==> src/hw/dhbp_pkg.sv <==
// Purpose: Shared constants and types for the dual channel host bus port
// Assumes: All host pins are synchronous to ref_clk_in
// Notes: Behaviour list below; the logic is in dhbp_port.sv
//
// Behaviour
// - Three register-select bits pick one register of the addressed channel.
// - Eight-bit data bus is driven only during reads, input otherwise.
// - Strobe mode: read strobe fall reads register; host captures on rise.
// - Strobe mode: write strobe fall starts write; data stored on rise.
// - Direction-line mode: separate read strobe is ignored.
// - Direction-line mode: direction high reads, low writes.
// - Strobe mode: each channel answers only under its own select.
// - Direction-line mode: access taken only while single select is low.
// - Direction-line mode: channel B select becomes channel pick bit.
// - Strobe mode: channel A irq active high, enabled by its control bit.
// - Strobe mode: channel B irq likewise, enabled by its control bit.
// - Direction-line mode: channel A pin is shared active-low open-drain irq.
// - Direction-line mode: channel B irq pin stays unused.
// - After power-up the device is fully active.
// - Asleep with isolation requested, all host bus cycles are ignored.
// - Full sleep stops oscillator and pump; partial sleep stops one.
// - Returning to active from any low-power mode raises a wake-up interrupt.

package dhbp_pkg;

  localparam int DATA_W = 8;
  localparam int ADDR_W = 3;
  localparam int EDGE_W = 4;

  // Edge detector lane positions
  localparam int LANE_RD = 0;
  localparam int LANE_WR = 1;
  localparam int LANE_CSA = 2;
  localparam int LANE_CSB = 3;

  // Bus style select levels
  localparam logic STYLE_STROBE = 1'b1;
  localparam logic STYLE_DIRLINE = 1'b0;

  // Channel codes
  localparam logic CHAN_A = 1'b0;
  localparam logic CHAN_B = 1'b1;

  // Reset values
  localparam logic [EDGE_W-1:0] EDGE_IDLE_RST = 4'hF;
  localparam logic [DATA_W-1:0] DATA_RST = 8'h00;
  localparam logic [ADDR_W-1:0] ADDR_RST = 3'h0;

  // Access sequencer, Gray along idle-read/idle-write
  typedef enum logic [1:0] {
    ACC_IDLE = 2'b00,
    ACC_READ = 2'b01,
    ACC_WRITE = 2'b10
  } dhbp_acc_t;

  // Power modes, Gray around the ring
  typedef enum logic [1:0] {
    PM_ACTIVE = 2'b00,
    PM_OSC_OFF = 2'b01,
    PM_FULL = 2'b11,
    PM_PUMP_OFF = 2'b10
  } dhbp_pm_t;

endpackage

==> src/hw/dhbp_edge_det.sv <==
// Purpose: Edge detector for the host strobes and selects
// Assumes: Inputs already synchronous to ref_clk_in
// Notes: Idles high so no false edge right after reset
`timescale 1ns/1ps

module dhbp_edge_det (
  // Clock and reset
  input wire logic ref_clk_in,
  input wire logic resetn_in,
  // Sampled levels
  input wire logic [dhbp_pkg::EDGE_W-1:0] level_in,
  // Edge pulses
  output logic [dhbp_pkg::EDGE_W-1:0] fall_out,
  output logic [dhbp_pkg::EDGE_W-1:0] rise_out
);

  logic [dhbp_pkg::EDGE_W-1:0] prev_reg;
  logic [dhbp_pkg::EDGE_W-1:0] prev_next;

  always_comb begin
    prev_next = level_in;
  end

  always_ff @(posedge ref_clk_in) begin
    if (!resetn_in) begin
      prev_reg <= dhbp_pkg::EDGE_IDLE_RST;
    end else begin
      prev_reg <= prev_next;
    end
  end

  assign fall_out = prev_reg & ~level_in;
  assign rise_out = ~prev_reg & level_in;

endmodule

==> src/hw/dhbp_port.sv <==
// Purpose: Host bus port of a two channel UART, both bus styles
// Assumes: Host pins synchronous to ref_clk_in; channel cores answer reads at once
// Notes: Data pins come as in/out/enable; irq pins as out/enable
`timescale 1ns/1ps

module dhbp_port (
  // Clock and reset
  input wire logic ref_clk_in,
  input wire logic resetn_in,
  // Static configuration
  input wire logic bus_style_in,
  // Host bus pins
  input wire logic reg_sel_bit2_in,
  input wire logic reg_sel_bit1_in,
  input wire logic reg_sel_bit0_in,
  input wire logic read_strobe_n_in,
  input wire logic write_strobe_n_in,
  input wire logic chan_a_select_n_in,
  input wire logic chan_b_select_n_in,
  input wire logic [dhbp_pkg::DATA_W-1:0] data_in,
  output logic [dhbp_pkg::DATA_W-1:0] data_out,
  output logic data_oe_out,
  // Interrupt pins
  output logic chan_a_irq_out,
  output logic chan_a_irq_oe_out,
  output logic chan_b_irq_out,
  output logic chan_b_irq_oe_out,
  // Power control
  input wire logic bus_isolate_req_in,
  input wire logic osc_sleep_req_in,
  input wire logic pump_sleep_req_in,
  input wire logic wake_ack_in,
  output logic osc_stop_out,
  output logic pump_stop_out,
  output logic wake_irq_out,
  // Channel core side
  input wire logic [dhbp_pkg::DATA_W-1:0] chan_a_rd_data_in,
  input wire logic [dhbp_pkg::DATA_W-1:0] chan_b_rd_data_in,
  input wire logic chan_a_irq_req_in,
  input wire logic chan_b_irq_req_in,
  input wire logic chan_a_irq_en_in,
  input wire logic chan_b_irq_en_in,
  output logic core_rd_pulse_out,
  output logic core_wr_pulse_out,
  output logic core_chan_out,
  output logic [dhbp_pkg::ADDR_W-1:0] core_addr_out,
  output logic [dhbp_pkg::DATA_W-1:0] core_wr_data_out
);

  logic [dhbp_pkg::EDGE_W-1:0] fall;
  logic [dhbp_pkg::EDGE_W-1:0] rise;
  logic strobe_mode;
  logic isolate;
  logic any_cs_n;
  logic start_rd;
  logic start_wr;
  logic end_acc;
  logic start_chan;

  dhbp_pkg::dhbp_acc_t acc_reg;
  dhbp_pkg::dhbp_acc_t acc_next;
  logic chan_reg;
  logic chan_next;
  logic [dhbp_pkg::ADDR_W-1:0] addr_reg;
  logic [dhbp_pkg::ADDR_W-1:0] addr_next;
  logic [dhbp_pkg::DATA_W-1:0] rd_data_reg;
  logic [dhbp_pkg::DATA_W-1:0] rd_data_next;
  logic [dhbp_pkg::DATA_W-1:0] wr_data_reg;
  logic [dhbp_pkg::DATA_W-1:0] wr_data_next;

  dhbp_pkg::dhbp_pm_t pm_reg;
  dhbp_pkg::dhbp_pm_t pm_next;
  logic wake_reg;
  logic wake_next;

  // Picks the read byte of one channel
  function automatic logic [dhbp_pkg::DATA_W-1:0] chan_mux(
    input logic chan,
    input logic [dhbp_pkg::DATA_W-1:0] a,
    input logic [dhbp_pkg::DATA_W-1:0] b
  );
    chan_mux = (chan == dhbp_pkg::CHAN_B) ? b : a;
  endfunction

  dhbp_edge_det u_edge (
    .ref_clk_in(ref_clk_in),
    .resetn_in(resetn_in),
    .level_in({chan_b_select_n_in, chan_a_select_n_in, write_strobe_n_in, read_strobe_n_in}),
    .fall_out(fall),
    .rise_out(rise)
  );

  // Style treated as static, read directly each cycle
  assign strobe_mode = (bus_style_in == dhbp_pkg::STYLE_STROBE);
  assign isolate = bus_isolate_req_in && (pm_reg != dhbp_pkg::PM_ACTIVE);
  assign any_cs_n = chan_a_select_n_in & chan_b_select_n_in;

  // Access start and end conditions per bus style
  always_comb begin
    if (strobe_mode) begin
      start_rd = fall[dhbp_pkg::LANE_RD] && !any_cs_n;
      start_wr = fall[dhbp_pkg::LANE_WR] && !any_cs_n;
      // Channel A wins if the host lowers both selects
      start_chan = chan_a_select_n_in ? dhbp_pkg::CHAN_B : dhbp_pkg::CHAN_A;
      end_acc = (acc_reg == dhbp_pkg::ACC_READ) ? rise[dhbp_pkg::LANE_RD]
                                                 : rise[dhbp_pkg::LANE_WR];
    end else begin
      // Read strobe lane not consulted here
      start_rd = fall[dhbp_pkg::LANE_CSA] && write_strobe_n_in;
      start_wr = fall[dhbp_pkg::LANE_CSA] && !write_strobe_n_in;
      start_chan = chan_b_select_n_in;
      end_acc = rise[dhbp_pkg::LANE_CSA];
    end
  end

  // Access sequencer
  always_comb begin
    acc_next = acc_reg;
    chan_next = chan_reg;
    addr_next = addr_reg;
    rd_data_next = rd_data_reg;
    wr_data_next = wr_data_reg;
    core_rd_pulse_out = 1'b0;
    core_wr_pulse_out = 1'b0;
    if (isolate) begin
      acc_next = dhbp_pkg::ACC_IDLE;
    end else begin
      case (acc_reg)
        dhbp_pkg::ACC_IDLE: begin
          if (start_rd) begin
            acc_next = dhbp_pkg::ACC_READ;
            chan_next = start_chan;
            addr_next = {reg_sel_bit2_in, reg_sel_bit1_in, reg_sel_bit0_in};
            core_rd_pulse_out = 1'b1;
          end else if (start_wr) begin
            acc_next = dhbp_pkg::ACC_WRITE;
            chan_next = start_chan;
            addr_next = {reg_sel_bit2_in, reg_sel_bit1_in, reg_sel_bit0_in};
          end
        end
        dhbp_pkg::ACC_READ: begin
          rd_data_next = chan_mux(chan_reg, chan_a_rd_data_in, chan_b_rd_data_in);
          if (end_acc) begin
            acc_next = dhbp_pkg::ACC_IDLE;
          end
        end
        dhbp_pkg::ACC_WRITE: begin
          if (end_acc) begin
            acc_next = dhbp_pkg::ACC_IDLE;
            core_wr_pulse_out = 1'b1;
          end else begin
            // Host holds data until the closing edge
            wr_data_next = data_in;
          end
        end
        default: begin
          acc_next = dhbp_pkg::ACC_IDLE;
        end
      endcase
    end
  end

  always_ff @(posedge ref_clk_in) begin
    if (!resetn_in) begin
      acc_reg <= dhbp_pkg::ACC_IDLE;
      chan_reg <= dhbp_pkg::CHAN_A;
      addr_reg <= dhbp_pkg::ADDR_RST;
      rd_data_reg <= dhbp_pkg::DATA_RST;
      wr_data_reg <= dhbp_pkg::DATA_RST;
    end else begin
      acc_reg <= acc_next;
      chan_reg <= chan_next;
      addr_reg <= addr_next;
      rd_data_reg <= rd_data_next;
      wr_data_reg <= wr_data_next;
    end
  end

  // Data bus drives only through a read
  assign data_out = rd_data_reg;
  assign data_oe_out = (acc_reg == dhbp_pkg::ACC_READ) && !isolate;
  assign core_chan_out = chan_reg;
  assign core_addr_out = addr_reg;
  assign core_wr_data_out = wr_data_reg;

  // Power mode follows the sleep requests
  always_comb begin
    case ({osc_sleep_req_in, pump_sleep_req_in})
      2'b11: pm_next = dhbp_pkg::PM_FULL;
      2'b10: pm_next = dhbp_pkg::PM_OSC_OFF;
      2'b01: pm_next = dhbp_pkg::PM_PUMP_OFF;
      default: pm_next = dhbp_pkg::PM_ACTIVE;
    endcase
    // Set beats acknowledge so no wake-up is lost
    wake_next = wake_reg && !wake_ack_in;
    if (pm_reg != dhbp_pkg::PM_ACTIVE && pm_next == dhbp_pkg::PM_ACTIVE) begin
      wake_next = 1'b1;
    end
  end

  always_ff @(posedge ref_clk_in) begin
    if (!resetn_in) begin
      pm_reg <= dhbp_pkg::PM_ACTIVE;
      wake_reg <= 1'b0;
    end else begin
      pm_reg <= pm_next;
      wake_reg <= wake_next;
    end
  end

  assign osc_stop_out = pm_reg[0];
  assign pump_stop_out = pm_reg[1] ^ pm_reg[0] ? pm_reg[1] : pm_reg[1];
  assign wake_irq_out = wake_reg;

  // Interrupt pins; wake-up is folded into both channels
  always_comb begin
    if (strobe_mode) begin
      chan_a_irq_out = chan_a_irq_req_in || wake_reg;
      chan_a_irq_oe_out = chan_a_irq_en_in;
      chan_b_irq_out = chan_b_irq_req_in || wake_reg;
      chan_b_irq_oe_out = chan_b_irq_en_in;
    end else begin
      // Open drain: only ever pulls low, enable-bit expected low
      chan_a_irq_out = 1'b0;
      chan_a_irq_oe_out = chan_a_irq_req_in || chan_b_irq_req_in || wake_reg;
      chan_b_irq_out = 1'b0;
      chan_b_irq_oe_out = 1'b0;
    end
  end
endmodule

==> config.mk <==
export PLATFORM = sky130hd
export DESIGN_NAME = dhbp_port
export DESIGN_NICKNAME = d
export VERILOG_FILES = /design/src/hw/dhbp_pkg.sv /design/src/hw/dhbp_edge_det.sv /design/src/hw/dhbp_port.sv
export SDC_FILE = /design/constraint.sdc
export NUM_CORES = 1
export LEC_CHECK = 0
export BUFFER_PORTS_ARGS = -buffer_cell sky130_fd_sc_hd__buf_2
export CORE_MARGIN = 3
export CORE_UTILIZATION = 45
export CTS_BUF_LIST = sky130_fd_sc_hd__clkbuf_16
export CTS_CLUSTER_DIAMETER = 100
export CTS_CLUSTER_SIZE = 20
export DETAILED_ROUTE_END_ITERATION = 7
export GPL_TIMING_DRIVEN = 0
export HOLD_SLACK_MARGIN = 0.03
export PLACE_DENSITY_LB_ADDON = 0.12
export SLEW_MARGIN = 20
export SYNTH_ARGS = -nofsm -noshare
export SYNTH_HDL_FRONTEND = slang
export SYNTH_SLANG_ARGS = --single-unit
==> constraint.sdc <==
create_clock -name ref_clk_in -period 1.9 [get_ports ref_clk_in]
set_input_delay 0.475 -clock ref_clk_in [delete_from_list [all_inputs] [get_ports ref_clk_in]]
set_output_delay 0.475 -clock ref_clk_in [all_outputs]
set_load 0.01 [all_outputs]
# Word-level counts from Yosys, hierarchy flattened
# Cells that the tools add are included.
# totals
reg_bits	28
output_inout_bits	30
# classes
n_eq_ne	7
mux	27
bitwise_logic	8
reduce_logical	26
# op_table
op	n
$mux W1	19
$logic_and A1 B1 Y1	8
$mux W8	1
$and A3 B3 Y3	2
$eq A2 B2 Y1 const B	3
$mux W2	3
$mux W3	2
$not A3 Y3	2
$pmux W2 S3	1
$reduce_and A3 Y1	2
$eq A2 B1 Y1 const B	2
$logic_not A1 Y1	4
$logic_not A2 Y1	2
$logic_or A1 B1 Y1	4
$pmux W2 S2	1
$reduce_and A2 Y1	2
$reduce_bool A2 Y1	2
$reduce_or A2 Y1	2
$ne A3 B3 Y1 const B	1
$not A1 Y1	3
$ne A2 B1 Y1 const B	1
$and A1 B1 Y1	1

# Logic depth before layout (Yosys ltp)
# Gate-level depths: netlist of run 1.
# depth
word_depth	7
mapped_depth	7
ltp_nobuf	6

# Hierarchy
# From an unflattened synthesis of run 1, not the netlist that was laid out.
# unflattened
cells_unflattened	150
area_unflattened_um2	1387.6
# by_module_without_submodules
mod	n_inst	cells_per_inst	area_each_um2	seq_area_each_um2
dhbp_port	1	134	1232.4	500.5
dhbp_edge_det	1	16	155.1	80.1

# Worst setup path before layout of run 1
# No wires, ideal clock.
# synth_timing
path_kind	input -> output
start	in bus_style_in
end	out core_wr_pulse_out
arrival_ps	1228
path_slack_ps	197
cell_stages	3
n_path_buf	0
cell_sequence	or3b_1 -> nand3_1 -> nor2b_1
# synth_between
elab_chain_len	4
# synth_rtl
item	line_no	rtl
start, declared	dhbp_port.sv:11	input wire logic bus_style_in,
$mux W1	dhbp_port.sv:100	if (strobe_mode) begin
$mux W1	dhbp_port.sv:148	if (end_acc) begin
$mux W1	dhbp_port.sv:128	case (acc_reg)
$mux W1	dhbp_port.sv:125	if (isolate) begin
end, declared	dhbp_port.sv:44	output logic core_wr_pulse_out,
# No other way between the ends.

# Worst setup path after layout of run 1
# Same ends and word-level chain as after synthesis.

==> impl_metrics.csv, run 1 <==
group,metric,value,unit
status,status,"complete, no violations",
sta,period_share,98.0,%
sta,slew_headroom,61.4,%
worst_setup_path,critPathRequiredTime,1420,ps
cells_and_area,multi_input_area,858,um2
sta,hold_slack,431,ps
run,max-cap-violations,0,
power_and_ir_drop,p_per_area,737,mW/mm2
sta,period_minus_slack,1860,ps
floorplanning,dieArea,0.00392,mm2
worst_setup_path,critPathKind,"in2out",
sta,slew_viol_final,0,
worst_setup_path,cp-start-kind,"primary input",
floorplanning,rows,19,
synthesis,ys_ff_latch,28,
sta,fin_skew,1.57,ps
cells_and_area,final_area,0.00202,mm2
synthesis,ys.flop_type,"dfxtp_1",
sta,max_freq,537,MHz
synthesis,synthArstFlopShare,0,%
synthesis,synthesis.nets,207,
floorplanning,die_y,62.6,um
worst_setup_path,end_kind,"output pin",
clock_network,cts_tree,"done",
floorplanning,core,0.00290,mm2
power_and_ir_drop,p_leak,0.936,nW
route,ant_nets,0,
placed_design,port_buffers,70,
power_and_ir_drop,peakVddDrop,495,uV
clock_network,clockBufferDepth,2,
clock_network,cts_num_sinks,28,
floorplanning,io_pins,72,
cells_and_area,n_fill_cell,242,
synthesis,ys_seq_area_share,38.9,%
clock_network,h-tree-depth,1,
grt,grt_pass1_wl,6600,um
cells_and_area,num_antenna_cells,0,
clock_network,hold_buffers,0,
sta,rsz0062_at_grt,"yes",
placed_design,dp_hpwl,2880,um
grt,grt_pass1_vias,1559,
synthesis,synth_cells,162,
synthesis,syn_area_per_cell,8.90,um2
grt,antenna_found_initial,0,
clock_network,cts_buffers,3,
synthesis,synth_edf_count,0,
route,wl,3790,um
sta,tns,0,ps
route,initialDrtViolationCount,60,
synthesis,synth-warning-count,0,
worst_hold_path,min_path_type,"in2reg",
route,avgViaCountPerCell,5.23,
cells_and_area,areaGrowthSynthToFinish,40.1,%
grt,grt_max_degree,15,
worst_setup_path,regToRegSetupSlack,380,ps
route,dr.pass1.iters,4,
sta,finalSetupViolations,0,
route,via_count,1474,
sta,hold_viol_final,0,
floorplanning,die_w,62.6,um
worst_setup_path,arrival,1390,ps
placed_design,gp_congestion,0.811,
cells_and_area,nets,287,
grt,grtUsageTotal,20.1,%
cells_and_area,drive_gt1_share,42.1,%
placed_design,dpl_cell_area,0.00184,mm2
synthesis,ys_types,39,
route,routedWlPerCell,13.4,um
route,drcViolationCount,0,
grt,grt-ovfl-total,0,
synthesis,netlist_area,0.00144,mm2
clock_network,clkLatencyLatePin,260,ps
floorplanning,start_util,49.7,%
worst_setup_path,worst-path-max-fanout,6,
sta,tightest_slew,579,ps
clock_network,cts_root_buf,"clkbuf_16",
clock_network,clk_pin_slew,60,ps
cells_and_area,regArea,564,um2
## area by class of cell
cell class,count,area share (%)
Sequential cell,28,27.9
Clock buffer,3,3.72
Inverter,5,0.929
Tap cell,42,2.60
Multi-Input combinational cell,120,42.5
Timing Repair Buffer,76,19.6
Buffer,8,2.73
## path summary, 6_finish.rpt
kind / start / endpoint / cells after the start
worst max register to register: acc_reg[1] / core_wr_data_out[4] / 7
worst min register to register: core_wr_data_out[3] / core_wr_data_out[3] / 2
worst max-delay path: bus_style_in / core_wr_pulse_out / 5
worst min-delay path: read_strobe_n_in / u_edge.prev_reg[0] / 2
## cell usage in the layout, fill, tap and decap left out, drive strengths merged, types with 3 or more instances in the layout
cell type and n:
a211oi 11, a21oi 8, a31oi 3, and2 4, and4bb 3, buf 81
clkbuf 6, dfxtp 28, ha 3, inv 4, mux2i 16, nand2 28
nand2b 4, nand4 4, nor2 13, o311ai 3
## timing repair
action / 4_1_cts / 5_1_grt
resized for setup: 8 / 6
endpoints found under the setup margin: 3 / 3
pin swaps: 3 / 3
buffers inserted: 5 / 1
gates cloned: 0 / 0
## worst max-delay path, stage by stage
cell     delay (ps)
buf_2           150
or3b_4          410
nand3_2          90
nor2b_1         130
buf_2           130
## metrics by stage
stage	setup slack (ps)	util [%]	total power, mW	cells
detailed placement	-34.1	63.6	0.998	274
global placement	0.114	63.6	0.980	274
global route	-24.4	69.6	1.56	282
floorplan	197	-	0.867	162
finish	38.9	69.6	1.49	282
CTS	6.97	68.4	1.48	281
## synth_stat cells, types with 2 or more instances
master,count,area (um2)
dfxtp_1,28,561
nand2_1,28,105
mux2i_1,16,160
nor2_1,12,45.0
a211oi_1,11,82.6
a21oi_1,7,35.0
and2_1,4,25.0
clkbuf_1,4,15.0
inv_1,4,15.0
nand2b_1,4,25.0
nand4_1,4,25.0
a31oi_1,3,18.8
ha_1,3,37.5
a21o_1,2,15.0
and3b_1,2,17.5
and4bb_1,2,25.0
buf_2,2,10.0
buf_6,2,22.5
mux2_2,2,22.5
o21a_1,2,15.0
o311ai_0,2,17.5
## metal layers
metal  up-vias  wire length [um]  track usage [%]
li1        738                 -                -
met1       688              1590             22.4
met2        43              1970             38.6
met3         5               175             3.60
met4         0                50             5.23
met5         -                 0                0
## logic make-up (layout without fill, tap and decap cells)
| logic type | count (synthesis) | in the layout | share of synthesized area (%) |
|---|---|---|---|
| muxes | 18 | 18 | 12.7 |
| buffers and inverters | 14 | 92 | 5.12 |
| and+or+nand+nor | 65 | 65 | 24.0 |
| adders and majority gates | 3 | 3 | 2.60 |
| DFF | 28 | 28 | 38.9 |
| AOI/OAI and AO/OA | 34 | 34 | 16.8 |
## power by group
| group | internal, mW | switching (mW) | total (mW) | leakage (nW) |
|---|---|---|---|---|
| registers | 0.630 | 0.0275 | 0.658 | 0.230 |
| clock network | 0.279 | 0.195 | 0.474 | 0.0370 |
| logic | 0.170 | 0.187 | 0.357 | 0.669 |
| total | 1.08 | 0.409 | 1.49 | 0.936 |
Note: power is estimated with default switching activity, not from simulation.
==> inputs of run 2 (changes only) <==
CORE_MARGIN = 5   (was 3)
==> impl_metrics.csv, run 2 (same netlist as run 1, synthesis figures left out) <==
group,metric,value,unit
status,status,"complete, no violations",
grt,grt_pass1_vias,1286,
cells_and_area,regArea,563,um2
worst_setup_path,critPathLaunch,"bus_style_in",
cells_and_area,final_cell_mix,"72 x buf_2, 27 x nand2_1, 26 x dfxtp_1, 16 x mux2i_1, 12 x nor2_1",
sta,hold_viol_final,0,
cells_and_area,areaGrowthSynthToFinish,39.5,%
placed_design,place_ws,5.92,ps
sta,max_freq,546,MHz
clock_network,h-tree-depth,1,
floorplanning,die_w,66.6,um
cells_and_area,multi_input_area,863,um2
floorplanning,io_pins,72,
worst_setup_path,regToRegSetupSlack,380,ps
clock_network,clk_pin_slew,60,ps
worst_hold_path,hold_depth,2,
grt,grt_max_degree,16,
cells_and_area,final_core_util,65.9,%
worst_setup_path,worst-path-max-fanout,6,
route,routedWlPerCell,12.5,um
route,avgViaCountPerCell,4.98,
placed_design,port_buffers,70,
sta,setup_ws,69.8,ps
clock_network,cts_buffers,3,
clock_network,clkLatencyLatePin,260,ps
power_and_ir_drop,p_leak,0.927,nW
worst_hold_path,min_path_type,"in2reg",
sta,period_share,96.3,%
cells_and_area,final_common_cell,"buf_2",
worst_setup_path,reg2reg_to,"core_wr_data_out[6]",
floorplanning,core,0.00305,mm2
power_and_ir_drop,p_per_area,736,mW/mm2
clock_network,cts_num_sinks,28,
clock_network,cts_tree,"done",
route,dr.pass1.iters,4,
power_and_ir_drop,power,1.48,mW
sta,hold_slack,426,ps
sta,slew_headroom,58.7,%
worst_setup_path,cp-start-kind,"primary input",
grt,grt_pass1_wl,5610,um
grt,antenna_found_initial,0,
worst_setup_path,r2r-start,"acc_reg[1]",
floorplanning,dieArea,0.00443,mm2
floorplanning,rows,20,
sta,tightest_slew,619,ps
sta,period_minus_slack,1830,ps
power_and_ir_drop,peakVddDrop,413,uV
floorplanning,start_util,47.2,%
worst_hold_path,whs_endpoint,"u_edge.prev_reg[0]",
cells_and_area,num_antenna_cells,0,
worst_setup_path,critPathRequiredTime,1420,ps
route,wl,3550,um
route,via_count,1410,
grt,grt-ovfl-total,0,
sta,fin_skew,1.79,ps
worst_setup_path,end_kind,"output pin",
cells_and_area,drive_gt1_share,40.2,%
cells_and_area,n_fill_cell,307,
clock_network,hold_buffers,0,
sta,finalSetupViolations,0,
cells_and_area,final_area,0.00201,mm2
worst_hold_path,min_from,"read_strobe_n_in",
clock_network,clockBufferDepth,2,
sta,slew_viol_final,0,
worst_setup_path,ff2ff_path_depth,7,
worst_setup_path,arrival,1360,ps
route,initialDrtViolationCount,51,
cells_and_area,nets,285,
worst_setup_path,critPathKind,"in2out",
placed_design,dpl_cell_area,0.00185,mm2
route,ant_nets,0,
placed_design,gp_congestion,0.802,
placed_design,dp_hpwl,2740,um
floorplanning,die_y,66.6,um
run,max-cap-violations,0,
route,drcViolationCount,0,
clock_network,cts_root_buf,"clkbuf_16",
grt,grtUsageTotal,16.2,%
[run 2: cell types whose count changed in the layout (fill, tap and decap cells not counted), sizes merged]
cell	delta
buf	-2
clkinv	+1
[run 2: worst max-delay path by stage]
| stage | endpoint | slack, ps |
|---|---|---|
| after floorplan | core_wr_pulse_out | 200 |
| after global placement | core_wr_pulse_out | 20 |
| after detailed placement | core_wr_pulse_out | 6 |
| after CTS | data_oe_out | -4 |
| after global routing | core_wr_pulse_out | -7 |
| final | core_wr_pulse_out | 70 |
[run 2: per-layer routing]
layer | part of all wire, % | track usage [%]
met5 | 0 | 0
met4 | 0.56 | 3.81
met3 | 7.3 | 3.88
met2 | 49 | 28.5
met1 | 43 | 19.6
[run 2: stage by stage]
| step | TNS [ps] | cells |
|---|---|---|
| 2_1_floorplan | 0 | 162 |
| 5_1_grt | -9.05 | 283 |
| 4_1_cts | -4.38 | 283 |
| 3_5_place_dp | 0 | 276 |
| 3_3_place_gp | 0 | 276 |
| 6_report | 0 | 283 |
[run 2: layout make-up]
cell class	count	area share, %
Buffer	7	2.18
Clock buffer	3	3.73
Tap cell	44	2.74
Multi-Input combinational cell	120	42.9
Timing Repair Buffer	75	19.3
Inverter	5	0.933
Sequential cell	28	28.0
Clock inverter	1	0.187
[run 2: worst max-delay path, stage by stage]
cell and delay [ps]:
buf_2 140, or3b_1 410, nand3_2 80, nor2b_1 110, buf_2 130
[run 2: repair_timing]
action,CTS,global route
setup endpoints to repair,3,3
resized for setup,6,6
hold endpoints to repair,0,0
setup buffers,4,1
pin swaps,3,0
[run 2: report_power, final]
group / switching [mW] / total (mW) / internal [mW]
sequential: 0.0269 / 0.657 / 0.630
clock: 0.190 / 0.471 / 0.282
combinational: 0.182 / 0.351 / 0.169
==> inputs of run 3 (changes only) <==
CORE_UTILIZATION = 44   (was 45)
SYNTH_HIERARCHICAL = 1   (was default)
==> impl_metrics.csv, run 3 <==
group,metric,value,unit
sta,hold_viol_final,0,
cells_and_area,drive_gt1_share,41.4,%
clock_network,clockBufferDepth,2,
route,dr.pass1.iters,4,
clock_network,hold_buffers,0,
grt,grt_max_degree,15,
clock_network,cts_root_buf,"clkbuf_16",
synthesis,synth-warning-count,6,
cells_and_area,final_cell_mix,"70 x buf_2, 26 x dfxtp_1, 19 x nand2_1, 12 x mux2i_1, 10 x o211a_1",
status,failed_checks,"negative setup slack",
power_and_ir_drop,p_leak,0.990,nW
clock_network,cts_buffers,3,
run,max-cap-violations,0,
cells_and_area,final_common_cell,"buf_2",
synthesis,synthesis.nets,191,
floorplanning,die_w,65.4,um
floorplanning,core,0.00300,mm2
clock_network,cts_num_sinks,28,
floorplanning,start_util,44.9,%
placed_design,dpl_cell_area,0.00174,mm2
worst_setup_path,cp-start-kind,"register",
worst_setup_path,arrival,1440,ps
synthesis,syn_area_per_cell,9.24,um2
placed_design,gp_congestion,0.813,
sta,hold_slack,426,ps
worst_hold_path,min_path_type,"in2reg",
sta,fin_skew,3.77,ps
synthesis,synth_cells,146,
sta,setup_ws,-14.9,ps
placed_design,place_ws,-70.8,ps
cells_and_area,regArea,563,um2
status,status,"finished with violations",
floorplanning,rows,20,
cells_and_area,areaGrowthSynthToFinish,38.0,%
worst_setup_path,crit_chain,"inv_2 -> ha_4 -> mux2i_2 -> o21ai_1 -> and3_1 -> buf_2",
sta,tightest_slew,440,ps
worst_setup_path,crit_buf_inv,2,
cells_and_area,final_area,0.00186,mm2
cells_and_area,nets,267,
worst_setup_path,critPathRequiredTime,1420,ps
floorplanning,dieArea,0.00427,mm2
sta,period_share,101,%
sta,max_freq,522,MHz
worst_setup_path,worst-path-max-fanout,3,
worst_setup_path,end_kind,"output pin",
floorplanning,io_pins,72,
clock_network,h-tree-depth,1,
clock_network,cts_tree,"done",
cells_and_area,n_fill_cell,278,
grt,grtUsageTotal,17.2,%
power_and_ir_drop,peakVddDrop,481,uV
worst_hold_path,min_from,"read_strobe_n_in",
sta,rsz0062_at_grt,"yes",
placed_design,dp_hpwl,2850,um
sta,slew_headroom,70.6,%
grt,grt-ovfl-total,0,
grt,antenna_found_initial,0,
worst_setup_path,critPathKind,"reg2out",
worst_setup_path,cp_slowest_cell,"dfxtp_2",
sta,finalSetupViolations,1,
worst_setup_path,slowest_delay,340,ps
clock_network,clk_pin_slew,60,ps
route,ant_nets,0,
synthesis,netlist_area,0.00135,mm2
route,via_count,1303,
route,avgViaCountPerCell,5.15,
sta,period_minus_slack,1910,ps
floorplanning,die_y,65.4,um
cells_and_area,multi_input_area,738,um2
grt,grt_pass1_wl,5980,um
route,wl,3470,um
worst_setup_path,r2r-start,"acc_reg[1]",
route,routedWlPerCell,13.7,um
route,drcViolationCount,0,
cells_and_area,num_antenna_cells,0,
worst_setup_path,critPathLaunch,"acc_reg[1]",
sta,slew_viol_final,0,
power_and_ir_drop,p_per_area,760,mW/mm2
grt,grt_pass1_vias,1386,
route,initialDrtViolationCount,60,
clock_network,clkLatencyLatePin,250,ps
placed_design,port_buffers,70,
worst_setup_path,cp_top_family,"flip-flops",
## run 3: metrics by stage
| step | power, mW | instances | util [%] | setup TNS [ps] |
|---|---|---|---|---|
| floorplan | 0.843 | 146 | - | 0 |
| global placement | 0.950 | 249 | 58.0 | 0 |
| detailed placement | 0.964 | 249 | 58.0 | -70.8 |
| CTS | 1.44 | 254 | 62.0 | -10.4 |
| global route | 1.50 | 253 | 62.0 | -64.1 |
| finish | 1.42 | 253 | 62.0 | -14.9 |
## run 3: layout make-up
type / instances / area share [%]
Buffer: 8 / 3.09
Clock buffer: 3 / 4.03
Inverter: 5 / 1.14
Multi-Input combinational cell: 104 / 39.7
Sequential cell: 28 / 30.2
Tap cell: 33 / 2.22
Timing Repair Buffer: 72 / 19.6
## run 3: power breakdown
| part | internal, mW | switching (mW) |
|---|---|---|
| registers | 0.626 | 0.0217 |
| logic | 0.155 | 0.159 |
| clock network | 0.278 | 0.176 |
| total | 1.06 | 0.356 |
## run 3: what timing repair did
item	CTS	global route
setup buffers	2	0
pin swaps	1	3
resized for setup	11	3
setup endpoints to repair	3	3
endpoints found under the hold margin	0	0
## run 3: worst paths after layout
check | to | slack, ps | depth (start not counted)
worst max-delay path | core_wr_pulse_out | -10 | 6
worst min register to register | core_wr_data_out[1] | 460 | 2
worst max register to register | core_wr_data_out[3] | 210 | 8
worst min-delay path | u_edge/prev_reg[0] | 430 | 2
## run 3: per-layer routing
metal,GRT usage (%),wire [um],share of wire (%)
met5,0,0,0
met2,32.5,1840,53
met4,2.33,0,0
met3,3.76,209,6.0
met1,20.0,1430,41
